`src/shared/ccd_regs.svh`:
```
// Register offsets, field positions, reset values and timing counts.
`ifndef CCD_REGS_SVH
`define CCD_REGS_SVH

// ==========================================================================
// Register indices; the byte address on the bus is four times the index.
`define CCD_TRIM_IDX 10'h096
`define CCD_CDIV_IDX 10'h095
`define CCD_AUX1_IDX 10'h0A2
`define CCD_STAT_IDX 10'h0A3

// ==========================================================================
// Field positions.
`define CCD_TRIM_LSB 0
`define CCD_TRIM_MSB 5
`define CCD_CLKOUT_BIT 6
`define CCD_RCSEL_BIT 7
`define CCD_LOWPWR_BIT 7

// ==========================================================================
// Reset values.
`define CCD_TRIM_TOP_RST 2'h0
`define CCD_CDIV_RST 8'h00
`define CCD_AUX1_RST 8'h00

// ==========================================================================
// Bus responses.
`define CCD_RESP_OKAY 2'h0
`define CCD_RESP_SLVERR 2'h2

// ==========================================================================
// Wake-up timing: oscillator cycles, then a fixed interval on aclk.
`define CCD_WAKE_XTAL_CYC 10'h3E0
`define CCD_WAKE_RC_CYC 10'h0E0
`define CCD_CLK_PERIOD_NS 20
`define CCD_WAKE_EXTRA_NS 60000
`define CCD_WAKE_EXTRA_CYC \
  12'((`CCD_WAKE_EXTRA_NS + `CCD_CLK_PERIOD_NS - 1) / `CCD_CLK_PERIOD_NS)

`endif

```
`src/shared/ccd_pkg.sv`:
```
// Types shared by the clock select and divide block.
`default_nettype none

package ccd_pkg;

  // ========================================================================
  // Oscillator source chosen by the configuration strap.
  typedef enum logic [2:0] {
    CCD_SRC_XTAL_LOW,
    CCD_SRC_XTAL_MED,
    CCD_SRC_XTAL_HIGH,
    CCD_SRC_RC,
    CCD_SRC_WDOG,
    CCD_SRC_EXT
  } ccd_src_e;

  // ========================================================================
  // Wake-up sequencer states.
  typedef enum logic [1:0] {
    CCD_WK_OSC,
    CCD_WK_TIME,
    CCD_WK_RUN
  } ccd_wake_e;

  // ========================================================================
  // Register select after address decode.
  typedef enum logic [2:0] {
    CCD_SEL_TRIM,
    CCD_SEL_CDIV,
    CCD_SEL_AUX1,
    CCD_SEL_STAT,
    CCD_SEL_NONE
  } ccd_sel_e;

  // True for any of the three crystal selections.
  function automatic logic ccd_is_xtal(input ccd_src_e src);
    ccd_is_xtal = (src == CCD_SRC_XTAL_LOW) || (src == CCD_SRC_XTAL_MED) ||
                  (src == CCD_SRC_XTAL_HIGH);
  endfunction

endpackage

`default_nettype wire

```
`src/shared/ccd_clk_if.sv`:
```
// Signals between the clock controller and its divider.
`timescale 1ns/1ps
`default_nettype none

interface ccd_clk_if;
  logic osc_tick;
  logic run;
  logic [7:0] divider;
  logic cpu_tick;

  modport div (input osc_tick, input run, input divider, output cpu_tick);
  modport ctl (output osc_tick, output run, output divider, input cpu_tick);
endinterface

`default_nettype wire

```
`src/rtl/ccd_divider.sv`:
```
// Oscillator tick divider producing the CPU clock enable.
`timescale 1ns/1ps
`default_nettype none

module ccd_divider (
  input wire logic aclk,
  input wire logic aresetn,
  ccd_clk_if.div clk_if
);

  logic [8:0] cnt_r;
  logic [8:0] limit;

  // Period is twice a nonzero divider value in oscillator ticks; a divider of 0 gives one tick.
  assign limit = {clk_if.divider, 1'b0} - 9'h001;

  // ========================================================================
  // Divider counter.
  // A counter beyond a freshly lowered limit wraps at once, so a new divider
  // value takes effect without a stall or a long gap.
  always_ff @(posedge aclk) begin
    if (!aresetn || !clk_if.run) begin
      cnt_r <= 9'h000;
      clk_if.cpu_tick <= 1'b0;
    end else if (clk_if.osc_tick) begin
      if (clk_if.divider == 8'h00) begin
        cnt_r <= 9'h000;
        clk_if.cpu_tick <= 1'b1;
      end else if (cnt_r >= limit) begin
        cnt_r <= 9'h000;
        clk_if.cpu_tick <= 1'b1;
      end else begin
        cnt_r <= cnt_r + 9'h001;
        clk_if.cpu_tick <= 1'b0;
      end
    end else begin
      clk_if.cpu_tick <= 1'b0;
    end
  end

endmodule

`default_nettype wire

```
`src/rtl/ccd_top.sv`:
```
// Clock select, wake-up delay and CPU clock divider with register access.
`include "ccd_regs.svh"
`timescale 1ns/1ps
`default_nettype none

module ccd_top (
  input wire logic aclk,
  input wire logic aresetn,
  input wire logic [11:0] s_axi_awaddr,
  input wire logic s_axi_awvalid,
  output logic s_axi_awready,
  input wire logic [31:0] s_axi_wdata,
  input wire logic [3:0] s_axi_wstrb,
  input wire logic s_axi_wvalid,
  output logic s_axi_wready,
  output logic [1:0] s_axi_bresp,
  output logic s_axi_bvalid,
  input wire logic s_axi_bready,
  input wire logic [11:0] s_axi_araddr,
  input wire logic s_axi_arvalid,
  output logic s_axi_arready,
  output logic [31:0] s_axi_rdata,
  output logic [1:0] s_axi_rresp,
  output logic s_axi_rvalid,
  input wire logic s_axi_rready,
  input wire logic [2:0] clock_source_sel,
  input wire logic [5:0] factory_trim,
  input wire logic crystal_tick,
  input wire logic rc_tick,
  input wire logic wdog_tick,
  input wire logic crystal_input_pin_tick,
  input wire logic power_down,
  input wire logic port_three_bit_zero_level,
  input wire logic port_three_bit_zero_enable,
  output logic cpu_clock_en,
  output logic periph_clock_en,
  output logic cpu_clock_ready,
  output logic [5:0] rc_trim,
  output logic low_power_clock,
  output logic crystal_output_pin_o,
  output logic crystal_output_pin_oe
);

  // ========================================================================
  // Address decode shared by the read and write paths.
  function automatic ccd_pkg::ccd_sel_e ccd_decode(input logic [11:0] addr);
    if (addr == {`CCD_TRIM_IDX, 2'h0}) begin
      ccd_decode = ccd_pkg::CCD_SEL_TRIM;
    end else if (addr == {`CCD_CDIV_IDX, 2'h0}) begin
      ccd_decode = ccd_pkg::CCD_SEL_CDIV;
    end else if (addr == {`CCD_AUX1_IDX, 2'h0}) begin
      ccd_decode = ccd_pkg::CCD_SEL_AUX1;
    end else if (addr == {`CCD_STAT_IDX, 2'h0}) begin
      ccd_decode = ccd_pkg::CCD_SEL_STAT;
    end else begin
      ccd_decode = ccd_pkg::CCD_SEL_NONE;
    end
  endfunction

  ccd_clk_if clk_if ();

  ccd_pkg::ccd_src_e src_r;
  ccd_pkg::ccd_wake_e wake_r;
  logic [7:0] trim_r;
  logic [7:0] cdiv_r;
  logic [7:0] aux1_r;
  logic [9:0] osc_cnt_r;
  logic [11:0] time_cnt_r;
  logic ready_r;
  logic pclk_phase_r;
  logic periph_en_r;
  logic clkout_r;
  logic pin_o_r;
  logic pin_oe_r;
  logic awready_r;
  logic wready_r;
  logic aw_hold_r;
  logic w_hold_r;
  logic [11:0] aw_addr_r;
  logic [31:0] w_data_r;
  logic [3:0] w_strb_r;
  logic bvalid_r;
  logic [1:0] bresp_r;
  logic arready_r;
  logic rvalid_r;
  logic [31:0] rdata_r;
  logic [1:0] rresp_r;
  logic osc_tick_sel;
  logic xtal_in_use;
  logic [9:0] wake_limit;
  logic wr_fire;
  ccd_pkg::ccd_sel_e wr_sel;
  ccd_pkg::ccd_sel_e rd_sel;

  // ========================================================================
  // Oscillator source selection.
  // The RC select bit overrides the strapped source on the fly; the tick
  // inputs are enables already aligned to aclk, so no glitch can occur.
  always_comb begin
    if (trim_r[`CCD_RCSEL_BIT]) begin
      osc_tick_sel = rc_tick;
    end else begin
      case (src_r)
        ccd_pkg::CCD_SRC_XTAL_LOW: osc_tick_sel = crystal_tick;
        ccd_pkg::CCD_SRC_XTAL_MED: osc_tick_sel = crystal_tick;
        ccd_pkg::CCD_SRC_XTAL_HIGH: osc_tick_sel = crystal_tick;
        ccd_pkg::CCD_SRC_RC: osc_tick_sel = rc_tick;
        ccd_pkg::CCD_SRC_WDOG: osc_tick_sel = wdog_tick;
        ccd_pkg::CCD_SRC_EXT: osc_tick_sel = crystal_input_pin_tick;
        default: osc_tick_sel = rc_tick;
      endcase
    end
  end

  // The crystal counts as in use only while it feeds the CPU clock.
  assign xtal_in_use = ccd_pkg::ccd_is_xtal(src_r) &&
                       !trim_r[`CCD_RCSEL_BIT];

  // Wake length follows the source in effect.
  assign wake_limit = xtal_in_use ? `CCD_WAKE_XTAL_CYC
                                  : `CCD_WAKE_RC_CYC;

  // ========================================================================
  // Source strap, caught while reset is held.
  always_ff @(posedge aclk) begin
    if (!aresetn) begin
      case (clock_source_sel)
        3'h0: src_r <= ccd_pkg::CCD_SRC_XTAL_LOW;
        3'h1: src_r <= ccd_pkg::CCD_SRC_XTAL_MED;
        3'h2: src_r <= ccd_pkg::CCD_SRC_XTAL_HIGH;
        3'h3: src_r <= ccd_pkg::CCD_SRC_RC;
        3'h4: src_r <= ccd_pkg::CCD_SRC_WDOG;
        3'h5: src_r <= ccd_pkg::CCD_SRC_EXT;
        default: src_r <= ccd_pkg::CCD_SRC_RC;
      endcase
    end
  end

  // ========================================================================
  // Wake-up sequencer: oscillator cycles, then a fixed settling interval.
  // Only the 60 us lower bound is waited; the upper bound is a tolerance.
  always_ff @(posedge aclk) begin
    if (!aresetn || power_down) begin
      wake_r <= ccd_pkg::CCD_WK_OSC;
      osc_cnt_r <= 10'h000;
      time_cnt_r <= 12'h000;
    end else begin
      case (wake_r)
        ccd_pkg::CCD_WK_OSC: begin
          if (osc_tick_sel) begin
            if (osc_cnt_r == wake_limit - 10'h001) begin
              wake_r <= ccd_pkg::CCD_WK_TIME;
              osc_cnt_r <= 10'h000;
            end else begin
              osc_cnt_r <= osc_cnt_r + 10'h001;
            end
          end
        end
        ccd_pkg::CCD_WK_TIME: begin
          if (time_cnt_r == `CCD_WAKE_EXTRA_CYC - 12'h001) begin
            wake_r <= ccd_pkg::CCD_WK_RUN;
          end else begin
            time_cnt_r <= time_cnt_r + 12'h001;
          end
        end
        ccd_pkg::CCD_WK_RUN: begin
          wake_r <= ccd_pkg::CCD_WK_RUN;
        end
        default: begin
          wake_r <= ccd_pkg::CCD_WK_OSC;
        end
      endcase
    end
  end

  // Gate for the divider; the CPU clock stays off until wake-up ends.
  always_ff @(posedge aclk) begin
    if (!aresetn || power_down) begin
      ready_r <= 1'b0;
    end else begin
      ready_r <= (wake_r == ccd_pkg::CCD_WK_RUN);
    end
  end

  // ========================================================================
  // Divider hookup.
  assign clk_if.osc_tick = osc_tick_sel;
  // Power-down stops the divider at the same edge that drops ready, so no
  // CPU clock pulse escapes while ready is already low.
  assign clk_if.run = ready_r && !power_down;
  assign clk_if.divider = cdiv_r;

  ccd_divider u_div (
    .aclk(aclk),
    .aresetn(aresetn),
    .clk_if(clk_if)
  );

  // ========================================================================
  // Peripheral clock: every second CPU clock, which is one machine cycle.
  always_ff @(posedge aclk) begin
    if (!aresetn) begin
      pclk_phase_r <= 1'b0;
      periph_en_r <= 1'b0;
    end else begin
      periph_en_r <= clk_if.cpu_tick && pclk_phase_r;
      if (clk_if.cpu_tick) begin
        pclk_phase_r <= !pclk_phase_r;
      end
    end
  end

  // ========================================================================
  // Crystal output pin: clock output, ordinary port bit, or left to the
  // crystal amplifier while the crystal is running the CPU.
  always_ff @(posedge aclk) begin
    if (!aresetn) begin
      clkout_r <= 1'b0;
      pin_o_r <= 1'b0;
      pin_oe_r <= 1'b0;
    end else if (trim_r[`CCD_CLKOUT_BIT] && !xtal_in_use) begin
      if (clk_if.cpu_tick) begin
        clkout_r <= !clkout_r;
      end
      pin_o_r <= clkout_r;
      pin_oe_r <= 1'b1;
    end else if (!xtal_in_use) begin
      clkout_r <= 1'b0;
      pin_o_r <= port_three_bit_zero_level;
      pin_oe_r <= port_three_bit_zero_enable;
    end else begin
      clkout_r <= 1'b0;
      pin_o_r <= 1'b0;
      pin_oe_r <= 1'b0;
    end
  end

  // ========================================================================
  // Write address and data channels, taken in either order.
  always_ff @(posedge aclk) begin
    if (!aresetn) begin
      awready_r <= 1'b1;
      wready_r <= 1'b1;
      aw_hold_r <= 1'b0;
      w_hold_r <= 1'b0;
      aw_addr_r <= 12'h000;
      w_data_r <= 32'h0000_0000;
      w_strb_r <= 4'h0;
    end else begin
      if (s_axi_awvalid && awready_r) begin
        aw_addr_r <= s_axi_awaddr;
        aw_hold_r <= 1'b1;
        awready_r <= 1'b0;
      end
      if (s_axi_wvalid && wready_r) begin
        w_data_r <= s_axi_wdata;
        w_strb_r <= s_axi_wstrb;
        w_hold_r <= 1'b1;
        wready_r <= 1'b0;
      end
      if (wr_fire) begin
        aw_hold_r <= 1'b0;
        w_hold_r <= 1'b0;
      end
      if (bvalid_r && s_axi_bready) begin
        awready_r <= 1'b1;
        wready_r <= 1'b1;
      end
    end
  end

  assign wr_fire = aw_hold_r && w_hold_r && !bvalid_r;
  assign wr_sel = ccd_decode(aw_addr_r);

  // Write response, one cycle after both halves are held.
  always_ff @(posedge aclk) begin
    if (!aresetn) begin
      bvalid_r <= 1'b0;
      bresp_r <= `CCD_RESP_OKAY;
    end else if (wr_fire) begin
      bvalid_r <= 1'b1;
      bresp_r <= (wr_sel == ccd_pkg::CCD_SEL_NONE) ? `CCD_RESP_SLVERR
                                                    : `CCD_RESP_OKAY;
    end else if (bvalid_r && s_axi_bready) begin
      bvalid_r <= 1'b0;
    end
  end

  // ========================================================================
  // Trim register. Any reset reloads calibration; software may rewrite all
  // eight bits, so it must merge the low six itself.
  always_ff @(posedge aclk) begin
    if (!aresetn) begin
      trim_r <= {`CCD_TRIM_TOP_RST, factory_trim};
    end else if (wr_fire && wr_sel == ccd_pkg::CCD_SEL_TRIM && w_strb_r[0]) begin
      trim_r <= w_data_r[7:0];
    end
  end

  // Divider value; any value from 0 to 255 is legal at any time.
  always_ff @(posedge aclk) begin
    if (!aresetn) begin
      cdiv_r <= `CCD_CDIV_RST;
    end else if (wr_fire && wr_sel == ccd_pkg::CCD_SEL_CDIV && w_strb_r[0]) begin
      cdiv_r <= w_data_r[7:0];
    end
  end

  // Auxiliary control: only the low-power clock bit is implemented.
  always_ff @(posedge aclk) begin
    if (!aresetn) begin
      aux1_r <= `CCD_AUX1_RST;
    end else if (wr_fire && wr_sel == ccd_pkg::CCD_SEL_AUX1 && w_strb_r[0]) begin
      aux1_r[`CCD_LOWPWR_BIT] <= w_data_r[`CCD_LOWPWR_BIT];
    end
  end

  // ========================================================================
  // Read channel; the answer comes the cycle after the address is taken.
  assign rd_sel = ccd_decode(s_axi_araddr);

  always_ff @(posedge aclk) begin
    if (!aresetn) begin
      arready_r <= 1'b1;
      rvalid_r <= 1'b0;
      rdata_r <= 32'h0000_0000;
      rresp_r <= `CCD_RESP_OKAY;
    end else if (s_axi_arvalid && arready_r) begin
      arready_r <= 1'b0;
      rvalid_r <= 1'b1;
      rresp_r <= `CCD_RESP_OKAY;
      case (rd_sel)
        ccd_pkg::CCD_SEL_TRIM: rdata_r <= {24'h000000, trim_r};
        ccd_pkg::CCD_SEL_CDIV: rdata_r <= {24'h000000, cdiv_r};
        ccd_pkg::CCD_SEL_AUX1: rdata_r <= {24'h000000, aux1_r};
        ccd_pkg::CCD_SEL_STAT: begin
          rdata_r <= {27'h0000000, pin_oe_r && trim_r[`CCD_CLKOUT_BIT],
                      3'(src_r), ready_r};
        end
        default: begin
          rdata_r <= 32'h0000_0000;
          rresp_r <= `CCD_RESP_SLVERR;
        end
      endcase
    end else if (rvalid_r && s_axi_rready) begin
      rvalid_r <= 1'b0;
      arready_r <= 1'b1;
    end
  end

  // ========================================================================
  // Port drivers, each straight from a flip-flop.
  assign s_axi_awready = awready_r;
  assign s_axi_wready = wready_r;
  assign s_axi_bvalid = bvalid_r;
  assign s_axi_bresp = bresp_r;
  assign s_axi_arready = arready_r;
  assign s_axi_rvalid = rvalid_r;
  assign s_axi_rdata = rdata_r;
  assign s_axi_rresp = rresp_r;
  assign cpu_clock_en = clk_if.cpu_tick;
  assign periph_clock_en = periph_en_r;
  assign cpu_clock_ready = ready_r;
  assign rc_trim = trim_r[`CCD_TRIM_MSB:`CCD_TRIM_LSB];
  assign low_power_clock = aux1_r[`CCD_LOWPWR_BIT];
  assign crystal_output_pin_o = pin_o_r;
  assign crystal_output_pin_oe = pin_oe_r;

endmodule

`default_nettype wire

```
`config.mk`:
```
export PLATFORM = sky130hd
export DESIGN_NAME = ccd_top
export DESIGN_NICKNAME = d
export VERILOG_FILES = /design/src/shared/ccd_pkg.sv /design/src/shared/ccd_clk_if.sv /design/src/rtl/ccd_divider.sv /design/src/rtl/ccd_top.sv
export VERILOG_INCLUDE_DIRS = /design/src /design/src/shared
export SDC_FILE = /design/constraint.sdc
export NUM_CORES = 1
export LEC_CHECK = 0
export BUFFER_PORTS_ARGS = -buffer_cell sky130_fd_sc_hd__buf_2
export CORE_ASPECT_RATIO = 1.4
export CORE_MARGIN = 2
export CORE_UTILIZATION = 49
export CTS_BUF_LIST = sky130_fd_sc_hd__clkbuf_8
export CTS_CLUSTER_SIZE = 10
export DETAILED_ROUTE_END_ITERATION = 10
export HOLD_SLACK_MARGIN = 0.05
export PLACE_DENSITY_LB_ADDON = 0.08
export SETUP_SLACK_MARGIN = 0.05
export SYNTH_ARGS = -nofsm -noshare
export SYNTH_HDL_FRONTEND = slang
export SYNTH_HIERARCHICAL = 1
export SYNTH_SLANG_ARGS = --single-unit
```
`constraint.sdc`:
```
create_clock -name aclk -period 2.4 [get_ports aclk]
set_clock_uncertainty 0.1 [all_clocks]
set_input_delay 0.12 -clock aclk [delete_from_list [all_inputs] [get_ports aclk]]
set_output_delay 0.12 -clock aclk [all_outputs]
set_load 0.01 [all_outputs]
```
## Word-level counts from Yosys, hierarchy flattened

Index checks and enable logic that the tools add are counted.

| storage, ports and cells | value |
|---|---|
| register bits | 124 |
| bits of input ports | 83 |
| output and inout port bits | 53 |
| word-level logic and storage cells | 151 |

| operators by class | value |
|---|---|
| add/subtract/negate cells | 5 |
| order comparisons | 1 |
| equal/unequal tests | 30 |
| multiplexer cells | 36 |
| bitwise gates (word level) | 3 |
| reductions and logical operators | 47 |

Operators by type and width:

| kind | number |
|---|---|
| == test 12 x 10 -> 1 bit, second input constant | 8 |
| case mux 8 bit (4 select lines) | 1 |
| 2-to-1 mux 3 bit | 8 |
| 2-to-1 mux 10 bit | 2 |
| logical AND 1 bit | 18 |
| 2-to-1 mux 9 bit | 2 |
| == test 3 x 2 -> 1 bit, second input constant | 5 |
| == test 3 bit, second input constant | 5 |
| case mux 3 bit (5 select lines) | 1 |
| 2-to-1 mux 1 bit | 13 |
| adder 12 x 1 -> 12 bit, second input constant | 1 |
| == test 12 bit, second input constant | 1 |
| == test 3 x 1 -> 1 bit, second input constant | 4 |
| zero test 3 bit | 4 |
| 2-to-1 mux 6 bit | 2 |
| adder 10 x 1 -> 10 bit, second input constant | 1 |
| == test 10 bit | 1 |
| 2-to-1 mux 2 bit | 5 |
| subtractor 10 x 1 -> 10 bit, second input constant | 1 |
| adder 9 x 1 -> 9 bit, second input constant | 1 |
| greater-or-equal comparator 9 bit | 1 |
| subtractor 9 x 1 -> 9 bit, second input constant | 1 |
| zero test 1 bit | 8 |
| zero test 8 bit | 1 |
| 15 further kinds | 27 |

## Longest topological paths before layout

Gate-level depths: netlist (run 1).

| logic depth | value |
|---|---|
| word-level depth | 10 |
| mapped depth | 11 |
| gate-level depth less buffers | 10 |

## By module

The synthesis (run 1) kept the hierarchy.

By module, submodules not included:

| module | instances | cells each | area an instance (um^2) |
|---|---|---|---|
| ccd_top | 1 | 460 | 4071.4 |
| ccd_divider | 1 | 82 | 720.7 |

## Worst setup path after synthesis (run 1)

OpenSTA, ideal clock, no wires.

| timing | value |
|---|---|
| path type | flip-flop to flip-flop |
| from | register cdiv_r[4] |
| to | register u_div.clk_if.cpu_tick |
| setup time | 0.114 ns |
| data arrival time | 2.177 ns |
| data required time | 2.186 ns |
| path slack | 0.009 ns |
| stages on the path, launching flop included | 11 |
| clock period less this slack | 2.391 ns |
| cells stage by stage | dfxtp_1 > nor3_2 > nand3_1 > nor3_1 > xnor2_1 > ha_1 > and4_1 > a221oi_1 > o311a_1 > a21boi_4 > and2b_1 |

| on the way | value |
|---|---|
| cells in the longest elaborated chain, start to end | 4 |
| elaborated cells on any way between the ends | 5 |
| those cells by class | add/sub (1); order compare (1); mux (2); reduce/logical (1) |

RTL lines:

| what | RTL line | RTL |
|---|---|---|
| start: declaration | ccd_top.sv:65 | `logic [7:0] cdiv_r;` |
| start signal: assignment | ccd_top.sv:303 | `` cdiv_r <= `CCD_CDIV_RST; `` |
| start signal: assignment | ccd_top.sv:305 | `cdiv_r <= w_data_r[7:0];` |
| subtractor 9 x 1 -> 9 bit | ccd_divider.sv:15 | `assign limit = {clk_if.divider, 1'b0} - 9'h001;` |
| greater-or-equal comparator 9 bit | ccd_divider.sv:29 | `end else if (cnt_r >= limit) begin` |
| 2-to-1 mux 1 bit | ccd_divider.sv:29 |  |
| 2-to-1 mux 1 bit * | ccd_divider.sv:26 | `if (clk_if.divider == 8'h00) begin` |
| end signal: assignment | ccd_divider.sv:28 | `clk_if.cpu_tick <= 1'b1;` |
| end signal: assignment | ccd_divider.sv:31 | `clk_if.cpu_tick <= 1'b1;` |
| end signal: assignment | ccd_divider.sv:34 | `clk_if.cpu_tick <= 1'b0;` |
| end: declaration | ccd_clk_if.sv:11 | `modport div (input osc_tick, input run, input divider, output cpu_tick);` |

Mark *: on every way between the ends. The rest lies on a longest branch, timed or not.
A chain may end at the register's enable or synchronous reset.

## Worst setup path after layout (run 1)

Ends and elaborated chain as after synthesis.

==> results of run 1 <==
layout make-up:
cell class	count	area, µm²	share of cell area
multi-input combinational	408	2500	0.418
inverter	12	45.0	0.00752
sequential	98	2060	0.343
clock buffer	9	124	0.0207
tap	132	165	0.0276
timing repair buffer	148	1020	0.170
clock inverter	7	78.8	0.0132
cell families (layout without fill, tap and decap cells):
family | count (synthesis) | count (layout) | share of synthesized area
compound gates | 98 | 98 | 0.130
xor+xnor | 24 | 24 | 0.0439
fa+ha+maj | 15 | 15 | 0.0392
buf+inv | 61 | 176 | 0.0757
flops | 98 | 98 | 0.428
mux | 22 | 22 | 0.0478
other cells | 1 | 26 | 0.000783
simple gates | 223 | 223 | 0.234
sequential cells by signal (all words and copies together), names as in the netlist, 2 cells and up:
register / count
wake_r: 2
cdiv_r: 8
trim_r: 8
aw_addr_r: 12
src_r: 3
u_div/cnt_r: 9
osc_cnt_r: 10
w_data_r: 8
time_cnt_r: 12
s_axi_rdata: 8
layer usage:
layer,track usage,vias to the layer above,wire [µm]
met4,0.0808,0,205
met5,0,-,0
li1,-,2108,-
met3,0.0395,20,370
met1,0.279,1939,4830
met2,0.399,96,6030
cell usage after synthesis, drive strengths merged (3+ instances only):
master / instances
a21oi: 43
a211oi: 3
mux2i: 15
ha: 15
nor2: 45
edfxtp: 9
nand2b: 9
nor3: 13
inv: 11
or3: 6
clkbuf: 12
a22o: 7
buf: 37
or2: 3
nand3: 23
mux2: 7
a31oi: 4
o21ai: 19
and2: 4
xnor2: 8
xor2: 16
o211ai: 3
nor4b: 4
or3b: 4
dfxtp: 89
nand4: 10
nand2: 80
a22oi: 5
nor2b: 6
placed cells by master (no fill, tap or decap), drive strengths merged, types with 15 or more instances in the layout:
master	n
mux2i	15
o21ai	19
dlygate4sd3	44
buf	103
nand3	23
dfxtp	89
conb	26
a21oi	43
ha	15
nor2	45
nand2	80
xor2	16
where the power goes:
| part | switching, mW | internal (mW) |
|---|---|---|
| clock network | 0.614 | 0.491 |
| registers | 0.0371 | 1.70 |
| logic | 0.184 | 0.167 |
through the flow:
stage	worst slack (ps)	area [µm²]	util
floorplan	54.3	4890	-
detailed placement	-82.3	5300	0.557
finish	-103	5990	0.630
global route	-244	5990	0.630
global placement	-62.1	5300	0.557
CTS	-74.9	5970	0.628
what timing repair did:
action | CTS | global route
resized for setup | 3 | 7
hold endpoints to repair | 43 | 0
pin swaps | 12 | 12
endpoints found under the setup margin | 10 | 12
hold buffers | 44 | 0
setup buffers | 2 | 0
worst paths after layout:
check                               from                               end  slack (ps)  depth (start not counted)
min                     s_axi_araddr[11]       s_axi_rdata[7]$_SDFFE_PN0P_          90                          5
min reg2reg  s_axi_rdata[5]$_SDFFE_PN0P_       s_axi_rdata[5]$_SDFFE_PN0P_         360                          2
max               cdiv_r[4]$_SDFFE_PN0P_  u_div/clk_if.cpu_tick$_SDFF_PP0_        -100                         10
max reg2reg       cdiv_r[4]$_SDFFE_PN0P_  u_div/clk_if.cpu_tick$_SDFF_PP0_        -100                         10
tightest hold or removal path, cell delays in order:
cell	delay, ps
sky130_fd_sc_hd__buf_2	80
sky130_fd_sc_hd__nor4b_1	50
sky130_fd_sc_hd__buf_4	140
sky130_fd_sc_hd__nand2_1	70
sky130_fd_sc_hd__o21ai_0	60
==> impl_results.md, run 1 <==
- First-pass detailed-route iteration total: 4
- Status: finished, violations left
- Worst-path cell with the longest stage delay: sky130_fd_sc_hd__dfxtp_2
- Syn Inst Count: 542
- Mean instance size in the synthesized netlist: 8.84 µm²
- Largest net degree at the start of global routing: 44
- Biggest area consumer among synthesized cells: sky130_fd_sc_hd__dfxtp_1
- Area share of the largest cell type after synthesis: 0.372
- Floorplan row count: 42
- Async S/R FF share, synth: 0
- Number of fillers in the final layout: 837
- Number of instances in the placed design: 752
- PnR worst setup slack: -103 ps
- Core region area: 0.00951 mm²
- Post-route non-filler standard cell count: 814
- Cell types occupying the most area after synthesis: sky130_fd_sc_hd__dfxtp_1, sky130_fd_sc_hd__nand2_1, sky130_fd_sc_hd__edfxtp_1
- Yosys Warn Count: 6
- Number of nets with antenna violations after detailed routing: 0
- Final wirelength: 11.4 mm
- Total vias in the final route: 4163
- Share of final-layout standard cells stronger than drive strength 1: 0.218
- Number of max-capacitance violations reported: 0
- Sum of negative setup slack: -479 ps
- HPWL reported at the end of detailed placement: 8.41 mm
- HP Class: input port to flop
- Largest delay share family, worst path: compound AO/OA/AOI/OAI gates
- Cell leakage power: 2.42 nW
- TritonCTS clock tree: yes
- Critical Path Fanout Max: 7
- Distinct cells, synth: 64
- Ant diodes: 0
- Seq/Total Area, Yosys: 0.428
- Antenna violations before repair: 0
- Buffer cell driving the clock tree root: sky130_fd_sc_hd__clkbuf_8
- CTS HTree Levels: 3
- Setup-failing EPs final: 10
- Number of flops mapped to enable cells by yosys: 9
- Final hold violation count: 0
- Peak supply drop: 322 µV
- Data required time at the worst endpoint: 2570 ps
- Vertical die dimension: 121 µm
- Total die area: 0.0106 mm²
- Post-route worst hold slack: 88.4 ps
- Highest clock rate: 400 MHz
- Design Power: 3.19 mW
- Share of the cycle needed by the critical path after routing: 1.04
- Initial standard-cell utilization of the core: 0.504
- Deepest clock path buffer count: 2
- Violations in the final reports: negative setup slack
- Routed wire length per instance: 14.1 µm
- Layout-stage area growth over the synthesis result: 25.0%
- Residual overflow from global routing: 0
- List of cells traversed by the critical path: nor3_2 -> nand3_1 -> buf_4 -> xor2_2 -> ha_1 -> and4_4 -> a221oi_2 -> o311a_1 -> a21boi_4 -> and2b_1
- Top_reg_cell synth: sky130_fd_sc_hd__dfxtp_1
- Signal arrival time at the worst endpoint: 2680 ps
- Mean number of vias per cell: 5.11
- Input/output buffers: 82
- Overall routing resource usage: 0.229
- Max Transition Viols Final: 0
- Violation count after the first detailed-route iteration: 176
- Type of origin of the critical path: flop
- Num CTS Buffers: 9
- Number of synthesized register bits: 98
- GP Congestion: 0.849
- Clock slew at the register clock pins of the worst setup and hold paths: 100 ps
- Crit end category: flop
- Unrepaired setup endpoints after global routing: true
- Number of ports placed on the die boundary: 136
- Critical path's largest stage delay: 340 ps
- Final #Nets: 775
- Pwr dens: 533 mW/mm²
- Number of sinks on the clock net: 98
- Synth Cell Area: 0.00479 mm²
- Global-route wire length before repair: 18.9 mm
- Final critical path time including I/O delays and setup: 2500 ps
- Horizontal extent of the die: 87.6 µm
- CP bufs+invs: 1
- Residual DRC count: 0
- Clock latency of the later-clocked register in the worst-skew pair: 370 ps
- Kind of critical path: flop to flop
- Number of global-route vias before repair: 3945
(Power assumes the default switching activity.)
==> inputs of run 2 (changes only) <==
- ABC_AREA: unset -> 1
- CORE_UTILIZATION: 49 -> 59
- clock period: 2.4 -> 3.2 ns (I/O delays scaled with it)
==> run 2 against run 1 <==
Net effect: the flow now finishes without violations; power shrank 27%; hold slack gained 48 ps; core utilization grew 7.8 points; die area shrank 8.2%; first-iteration DRC count grew 20%; wire length grew 2.9%; largest cell class unchanged; critical path depth grew 4; area after synthesis grew 10%; count of clock-buffer cells in the layout grew 1; via count grew 16%.
==> impl_results.md, run 2 <==
- Number of ports placed on the die boundary: 136
- Share of the cycle needed by the critical path after routing: 0.755
- CTS HTree Levels: 3
- Number of synthesized register bits: 98
- Initial standard-cell utilization of the core: 0.610
- Peak supply drop: 460 µV
- Syn Inst Count: 722
- Top_reg_cell synth: sky130_fd_sc_hd__dfxtp_1
- Layout-stage area growth over the synthesis result: 16.1%
- Final wirelength: 11.8 mm
- Global-route wire length before repair: 19.7 mm
- Sum of negative setup slack: 0 ps
- Number of max-capacitance violations reported: 0
- Slew @ Worst Pin: 633 ps
- Complex-gate fraction of the synthesized area: 0.111
- Proportion of synthesized area in mux cells: 0.00190
- Critical path's largest stage delay: 370 ps
- Design Power: 2.32 mW
- Largest registers ranked by flip-flop count: aw_addr_r: 12 flops, time_cnt_r: 12 flops, osc_cnt_r: 10 flops
- Residual DRC count: 0
- Most used standard cells in the synthesized netlist: sky130_fd_sc_hd__nand2_1, sky130_fd_sc_hd__dfxtp_1, sky130_fd_sc_hd__nor2_1
- Main combinational cell family by area after synthesis: simple AND/OR/NAND/NOR gates
- Max Transition Viols Final: 0
- List of cells traversed by the critical path: inv_1 -> ha_1 -> nor3b_2 -> nand3_1 -> xor2_1 -> inv_1 -> ha_1 -> nand2_1 -> nor2_1 -> nand3_1 -> nand4_1 -> nand2_1 -> nand2_2 -> nor2_1
- TritonCTS clock tree: yes
- Setup-failing EPs final: 0
- Yosys Warn Count: 6
- Mean number of vias per cell: 5.13
- Type of origin of the critical path: flop
- Highest clock rate: 414 MHz
- Ant diodes: 0
- Violation count after the first detailed-route iteration: 212
- Cell leakage power: 2.63 nW
- Final #Nets: 927
- Final critical path time including I/O delays and setup: 2420 ps
- Number of resized instances in the post-cts repair step: 0
- Share of final-layout standard cells stronger than drive strength 1: 0.168
- Mean instance size in the synthesized netlist: 7.31 µm²
- Fraction of the mapped netlist area in adder cells: 0.0355
- Deepest clock path buffer count: 2
- Max-slew headroom: 0.578
- Number of nets with antenna violations after detailed routing: 0
- Critical Path Fanout Max: 9
- Post-route non-filler standard cell count: 939
- Vertical die dimension: 116 µm
- Pwr dens: 378 mW/mm²
- Async S/R FF share, synth: 0
- Total vias in the final route: 4814
- GP Congestion: 0.842
- Routed wire length per instance: 12.5 µm
- Distinct cells, synth: 43
- Number of global-route vias before repair: 4548
- Cell area after placement: 0.00557 mm²
- PnR worst setup slack: 783 ps
- Overall routing resource usage: 0.249
- HPWL reported at the end of detailed placement: 8.53 mm
- Final standard cell area without fillers: 0.00613 mm²
- Cell types occupying the most area after synthesis: sky130_fd_sc_hd__dfxtp_1, sky130_fd_sc_hd__nand2_1, sky130_fd_sc_hd__nor2_1
- Largest net degree at the start of global routing: 42
- Residual overflow from global routing: 0
- Num CTS Buffers: 9
- Most common cell after layout, fill and taps aside: sky130_fd_sc_hd__nand2_1
- Horizontal extent of the die: 84.0 µm
- Signal arrival time at the worst endpoint: 2570 ps
- Final hold violation count: 0
- Clock latency of the later-clocked register in the worst-skew pair: 360 ps
- Number of flops mapped to enable cells by yosys: 9
- Commonest non-fill, non-tap cells in the layout: sky130_fd_sc_hd__nand2_1, sky130_fd_sc_hd__dfxtp_1, sky130_fd_sc_hd__nor2_1, sky130_fd_sc_hd__buf_2, sky130_fd_sc_hd__inv_1
- Input/output buffers: 82
- Data required time at the worst endpoint: 3350 ps
- Crit end category: flop
- Biggest area consumer among synthesized cells: sky130_fd_sc_hd__dfxtp_1
- Antenna violations before repair: 0
- First-pass detailed-route iteration total: 4
- Setup slack after placement: 807 ps
- Dominant cell by count in the synthesized netlist: sky130_fd_sc_hd__nand2_1
- Synth Cell Area: 0.00528 mm²
- Total die area: 0.00973 mm²
- Post-synthesis share of cell area spent on and, or, nand and nor gates: 0.294
- Post-Route Utilization: 0.708
- Number of buffers inserted to repair setup after CTS: 0
- Area share of the largest cell type after synthesis: 0.337
- Floorplan row count: 40
- Seq/Total Area, Yosys: 0.389
- HP Class: input port to flop
- Post-route worst hold slack: 136 ps
- Status: finished clean
- Clock slew at the register clock pins of the worst setup and hold paths: 90 ps
- Number of sinks on the clock net: 98
- Kind of critical path: flop to flop
- Worst-path cell with the longest stage delay: sky130_fd_sc_hd__dfxtp_1
- Core region area: 0.00866 mm²
- Buffer cell driving the clock tree root: sky130_fd_sc_hd__clkbuf_8
- Xor/xnor cell area share of the yosys netlist: 0.0398
- Unrepaired setup endpoints after global routing: false
- Number of instances in the placed design: 884
==> run 2: cell types whose count changed after synthesis, sizes merged, moves of 7 or more <==
cell    before  now
o21ai       19   50
nand2b       9    0
mux2         7    0
nand2       80  149
a22o         7    0
nor2        45   97
nand3       23   60
mux2i       15    1
a21oi       43   57
inv         11   81
==> run 2: cell type report <==
cell class	count	area, µm²
fill	749	2530
sequential	98	2050
tap	105	131
timing repair buffer	121	801
multi-input combinational	515	2650
clock inverter	6	33.8
clock buffer	10	138
inverter	84	325
==> run 2: critical path: cells and delay by family, from the launching register on <==
kind | cells | cell delay [ps]
xor gates and xnor gates | 1 | 150
adders and majority gates | 2 | 430
buffers and inverters | 2 | 140
DFF | 1 | 370
and+or+nand+nor | 9 | 1120
==> run 2: where the power goes <==
part,internal (mW),leakage (nW),switching [mW]
registers,1.28,0.814,0.0336
logic,0.113,1.73,0.170
clock network,0.298,0.0909,0.420
total,1.69,2.63,0.624
==> run 2: cells by family (layout without fill, tap and decap cells) <==
kind of cell | count (synthesis) | in the layout
buf+inv | 134 | 221
other cells | 1 | 26
fa+ha+maj | 15 | 15
xor+xnor | 24 | 24
compound gates | 112 | 112
simple gates | 337 | 337
flops | 98 | 98
mux | 1 | 1
==> run 2: worst paths after layout <==
kind	from	depth (start not counted)	end	slack, ps
worst max-delay path	cdiv_r[0]$_SDFFE_PN0P_	14	u_div/cnt_r[1]$_SDFFE_PP0P_	780
worst min-delay path	s_axi_araddr[2]	4	s_axi_rresp[1]$_SDFFE_PN0P_	140
worst max register to register	cdiv_r[0]$_SDFFE_PN0P_	14	u_div/cnt_r[1]$_SDFFE_PP0P_	780
worst min register to register	pclk_phase_r$_SDFFE_PN0P_	2	periph_clock_en$_SDFF_PN0_	360
==> run 2: what timing repair did <==
action                                 4_1_cts  5_1_grt
setup endpoints to repair                    0        0
hold buffers                                39        0
endpoints found under the hold margin       43        0
==> run 2: per-layer routing <==
layer | track usage | wire [µm] | vias up | part of all wire
met5 | 0 | 0 | - | 0
met4 | 0.106 | 299 | 0 | 0.025
met3 | 0.0434 | 538 | 19 | 0.046
met2 | 0.455 | 5960 | 127 | 0.51
met1 | 0.288 | 4980 | 2198 | 0.42
li1 | - | - | 2470 | -
==> inputs of run 3 (changes only) <==
- ABC_AREA: 1 -> 0
- CORE_UTILIZATION: 59 -> 54
- clock period: 3.2 -> 2.5 ns (I/O delays scaled with it)
==> run 3 against run 2 <==
Net effect: hold slack gained 70 ps; cell count is 17% lower; non-clock buffer count up 24; die area down 0.81%; first-iteration DRC count fell by 21%; sequential share of layout area up 0.99 points; count of clock-buffer cells in the layout is 1 lower; largest power group unchanged; setup slack got worse by 730 ps; clock power increased by 37%; critical path depth down 4; combinational power up 21%.
==> impl_results.md, run 3 (synthesized netlist as in run 1, its figures left out) <==
- Global-route wire length before repair: 18.9 mm
- Number of ports placed on the die boundary: 136
- Capturing element of the worst setup path: u_div/clk_if.cpu_tick$_SDFF_PP0_
- Floorplan row count: 40
- Final standard cell area without fillers: 0.00596 mm²
- Routed wire length per instance: 14.7 µm
- Crit end category: flop
- Residual DRC count: 0
- Violation count after the first detailed-route iteration: 168
- HP Class: input port to flop
- CP bufs+invs: 1
- Horizontal extent of the die: 83.6 µm
- Residual overflow from global routing: 0
- Largest registers ranked by flip-flop count: aw_addr_r: 12 flops, time_cnt_r: 12 flops, osc_cnt_r: 10 flops
- Minimum setup slack among reg-to-reg paths: 50 ps
- Num CTS Buffers: 9
- Buffer cell driving the clock tree root: sky130_fd_sc_hd__clkbuf_8
- Number of global-route vias before repair: 4024
- Pwr dens: 503 mW/mm²
- Status: finished clean
- Setup-failing EPs final: 0
- Final critical path time including I/O delays and setup: 2450 ps
- Design Power: 2.99 mW
- Deepest clock path buffer count: 2
- List of cells traversed by the critical path: nor3_4 -> nand3_2 -> buf_4 -> xor2_1 -> ha_1 -> and4_1 -> a221oi_2 -> o311a_4 -> a21boi_4 -> and2b_1
- Unrepaired setup endpoints after global routing: true
- Peak supply drop: 393 µV
- Clock latency of the later-clocked register in the worst-skew pair: 360 ps
- Most common cell after layout, fill and taps aside: sky130_fd_sc_hd__dfxtp_1
- Core region area: 0.00861 mm²
- Cell area after placement: 0.00523 mm²
- Max-slew headroom: 0.644
- Clock slew at the register clock pins of the worst setup and hold paths: 90 ps
- Highest clock rate: 409 MHz
- Total die area: 0.00965 mm²
- Cell leakage power: 2.43 nW
- Crit Reg-Reg Endpoint: u_div/clk_if.cpu_tick$_SDFF_PP0_
- Signal arrival time at the worst endpoint: 2600 ps
- Kind of critical path: flop to flop
- GP Congestion: 0.880
- Start of the worst register-to-register path: cdiv_r[2]$_SDFFE_PN0P_
- First-pass detailed-route iteration total: 4
- Final hold violation count: 0
- Final wirelength: 11.5 mm
- Max Transition Viols Final: 0
- R2R depth: 10
- Critical Path Fanout Max: 7
- Number of max-capacitance violations reported: 0
- Input/output buffers: 82
- Share of final-layout standard cells stronger than drive strength 1: 0.214
- Largest delay share family, worst path: simple AND/OR/NAND/NOR gates
- CTS HTree Levels: 3
- Largest net degree at the start of global routing: 44
- HPWL reported at the end of detailed placement: 8.06 mm
- Layout-stage area growth over the synthesis result: 24.3%
- Critical path's largest stage delay: 340 ps
- Initial standard-cell utilization of the core: 0.557
- Share of the cycle needed by the critical path after routing: 0.979
- Total vias in the final route: 4172
- Slew @ Worst Pin: 533 ps
- Data required time at the worst endpoint: 2660 ps
- Commonest non-fill, non-tap cells in the layout: sky130_fd_sc_hd__dfxtp_1, sky130_fd_sc_hd__buf_2, sky130_fd_sc_hd__nand2_1, sky130_fd_sc_hd__dlygate4sd3_1
- Mean number of vias per cell: 5.32
- Number of nets with antenna violations after detailed routing: 0
- Critical path depth in cells: 10
- Worst-path cell with the longest stage delay: sky130_fd_sc_hd__dfxtp_2
- Ant diodes: 0
- TritonCTS clock tree: yes
- Number of sinks on the clock net: 98
- Vertical die dimension: 115 µm
- Overall routing resource usage: 0.242
- Final #Nets: 772
- Worst setup path startpoint: cdiv_r[2]$_SDFFE_PN0P_
- Type of origin of the critical path: flop
- Startpoint of the tightest hold check path: s_axi_araddr[0]
- Antenna violations before repair: 0
run 3: worst min path at each step:
stage / to / cells after the start / slack (ps)
2_1_floorplan: s_axi_awready$_SDFFE_PP1P_ / 1 / 130
3_3_place_gp: crystal_output_pin_oe$_SDFF_PN0_ / 3 / 230
3_5_place_dp: crystal_output_pin_oe$_SDFF_PN0_ / 3 / 240
4_1_cts: s_axi_rresp[1]$_SDFFE_PN0P_ / 4 / 190
5_1_grt: s_axi_rdata[5]$_SDFFE_PN0P_ / 5 / 240
6_report: s_axi_rresp[1]$_SDFFE_PN0P_ / 4 / 210
run 3: metrics by stage:
step | TNS (ps) | utilization | worst slack [ps] | hold WS, ps | cells
2_1_floorplan | 0 | - | 109 | 125 | 567
3_3_place_gp | 0 | 0.608 | 5.37 | 233 | 721
3_5_place_dp | -77.9 | 0.608 | -28.1 | 241 | 721
4_1_cts | 0 | 0.685 | 27.6 | 193 | 784
5_1_grt | -27.4 | 0.692 | -11.7 | 241 | 784
6_report | 0 | 0.692 | 52.9 | 206 | 784
run 3: worst reg2reg max path, cell delays in order (launching register included):
cell	delay, ps
sky130_fd_sc_hd__dfxtp_2	340
sky130_fd_sc_hd__nor3_4	220
sky130_fd_sc_hd__nand3_2	130
sky130_fd_sc_hd__buf_4	150
sky130_fd_sc_hd__xor2_1	130
sky130_fd_sc_hd__ha_1	310
sky130_fd_sc_hd__and4_1	180
sky130_fd_sc_hd__a221oi_2	240
sky130_fd_sc_hd__o311a_4	280
sky130_fd_sc_hd__a21boi_4	100
sky130_fd_sc_hd__and2b_1	160
run 3: what timing repair did:
item,4_1_cts,5_1_grt
gates resized for setup,4,12
endpoints found under the hold margin,43,0
hold buffers,46,0
buffers inserted,1,0
pin swaps,5,10
setup endpoints to repair,10,12
run 3: per-layer routing:
layer  global-route usage  wire (µm)
met4                0.100        221
met1                0.296       4990
met5                    0          0
met2                0.419       5830
met3               0.0477        513
run 3: power breakdown:
group | internal, mW | switching, mW | total [mW]
clock | 0.455 | 0.531 | 0.986
combinational | 0.159 | 0.182 | 0.342
sequential | 1.63 | 0.0360 | 1.67
run 3: layout make-up:
class | instances | area, µm²
clock buffer | 9 | 124
clock inverter | 7 | 61.3
fill | 745 | 2650
inverter | 12 | 45.0
multi-input combinational | 408 | 2540
sequential | 98 | 2050
tap | 105 | 131
timing repair buffer | 145 | 1000
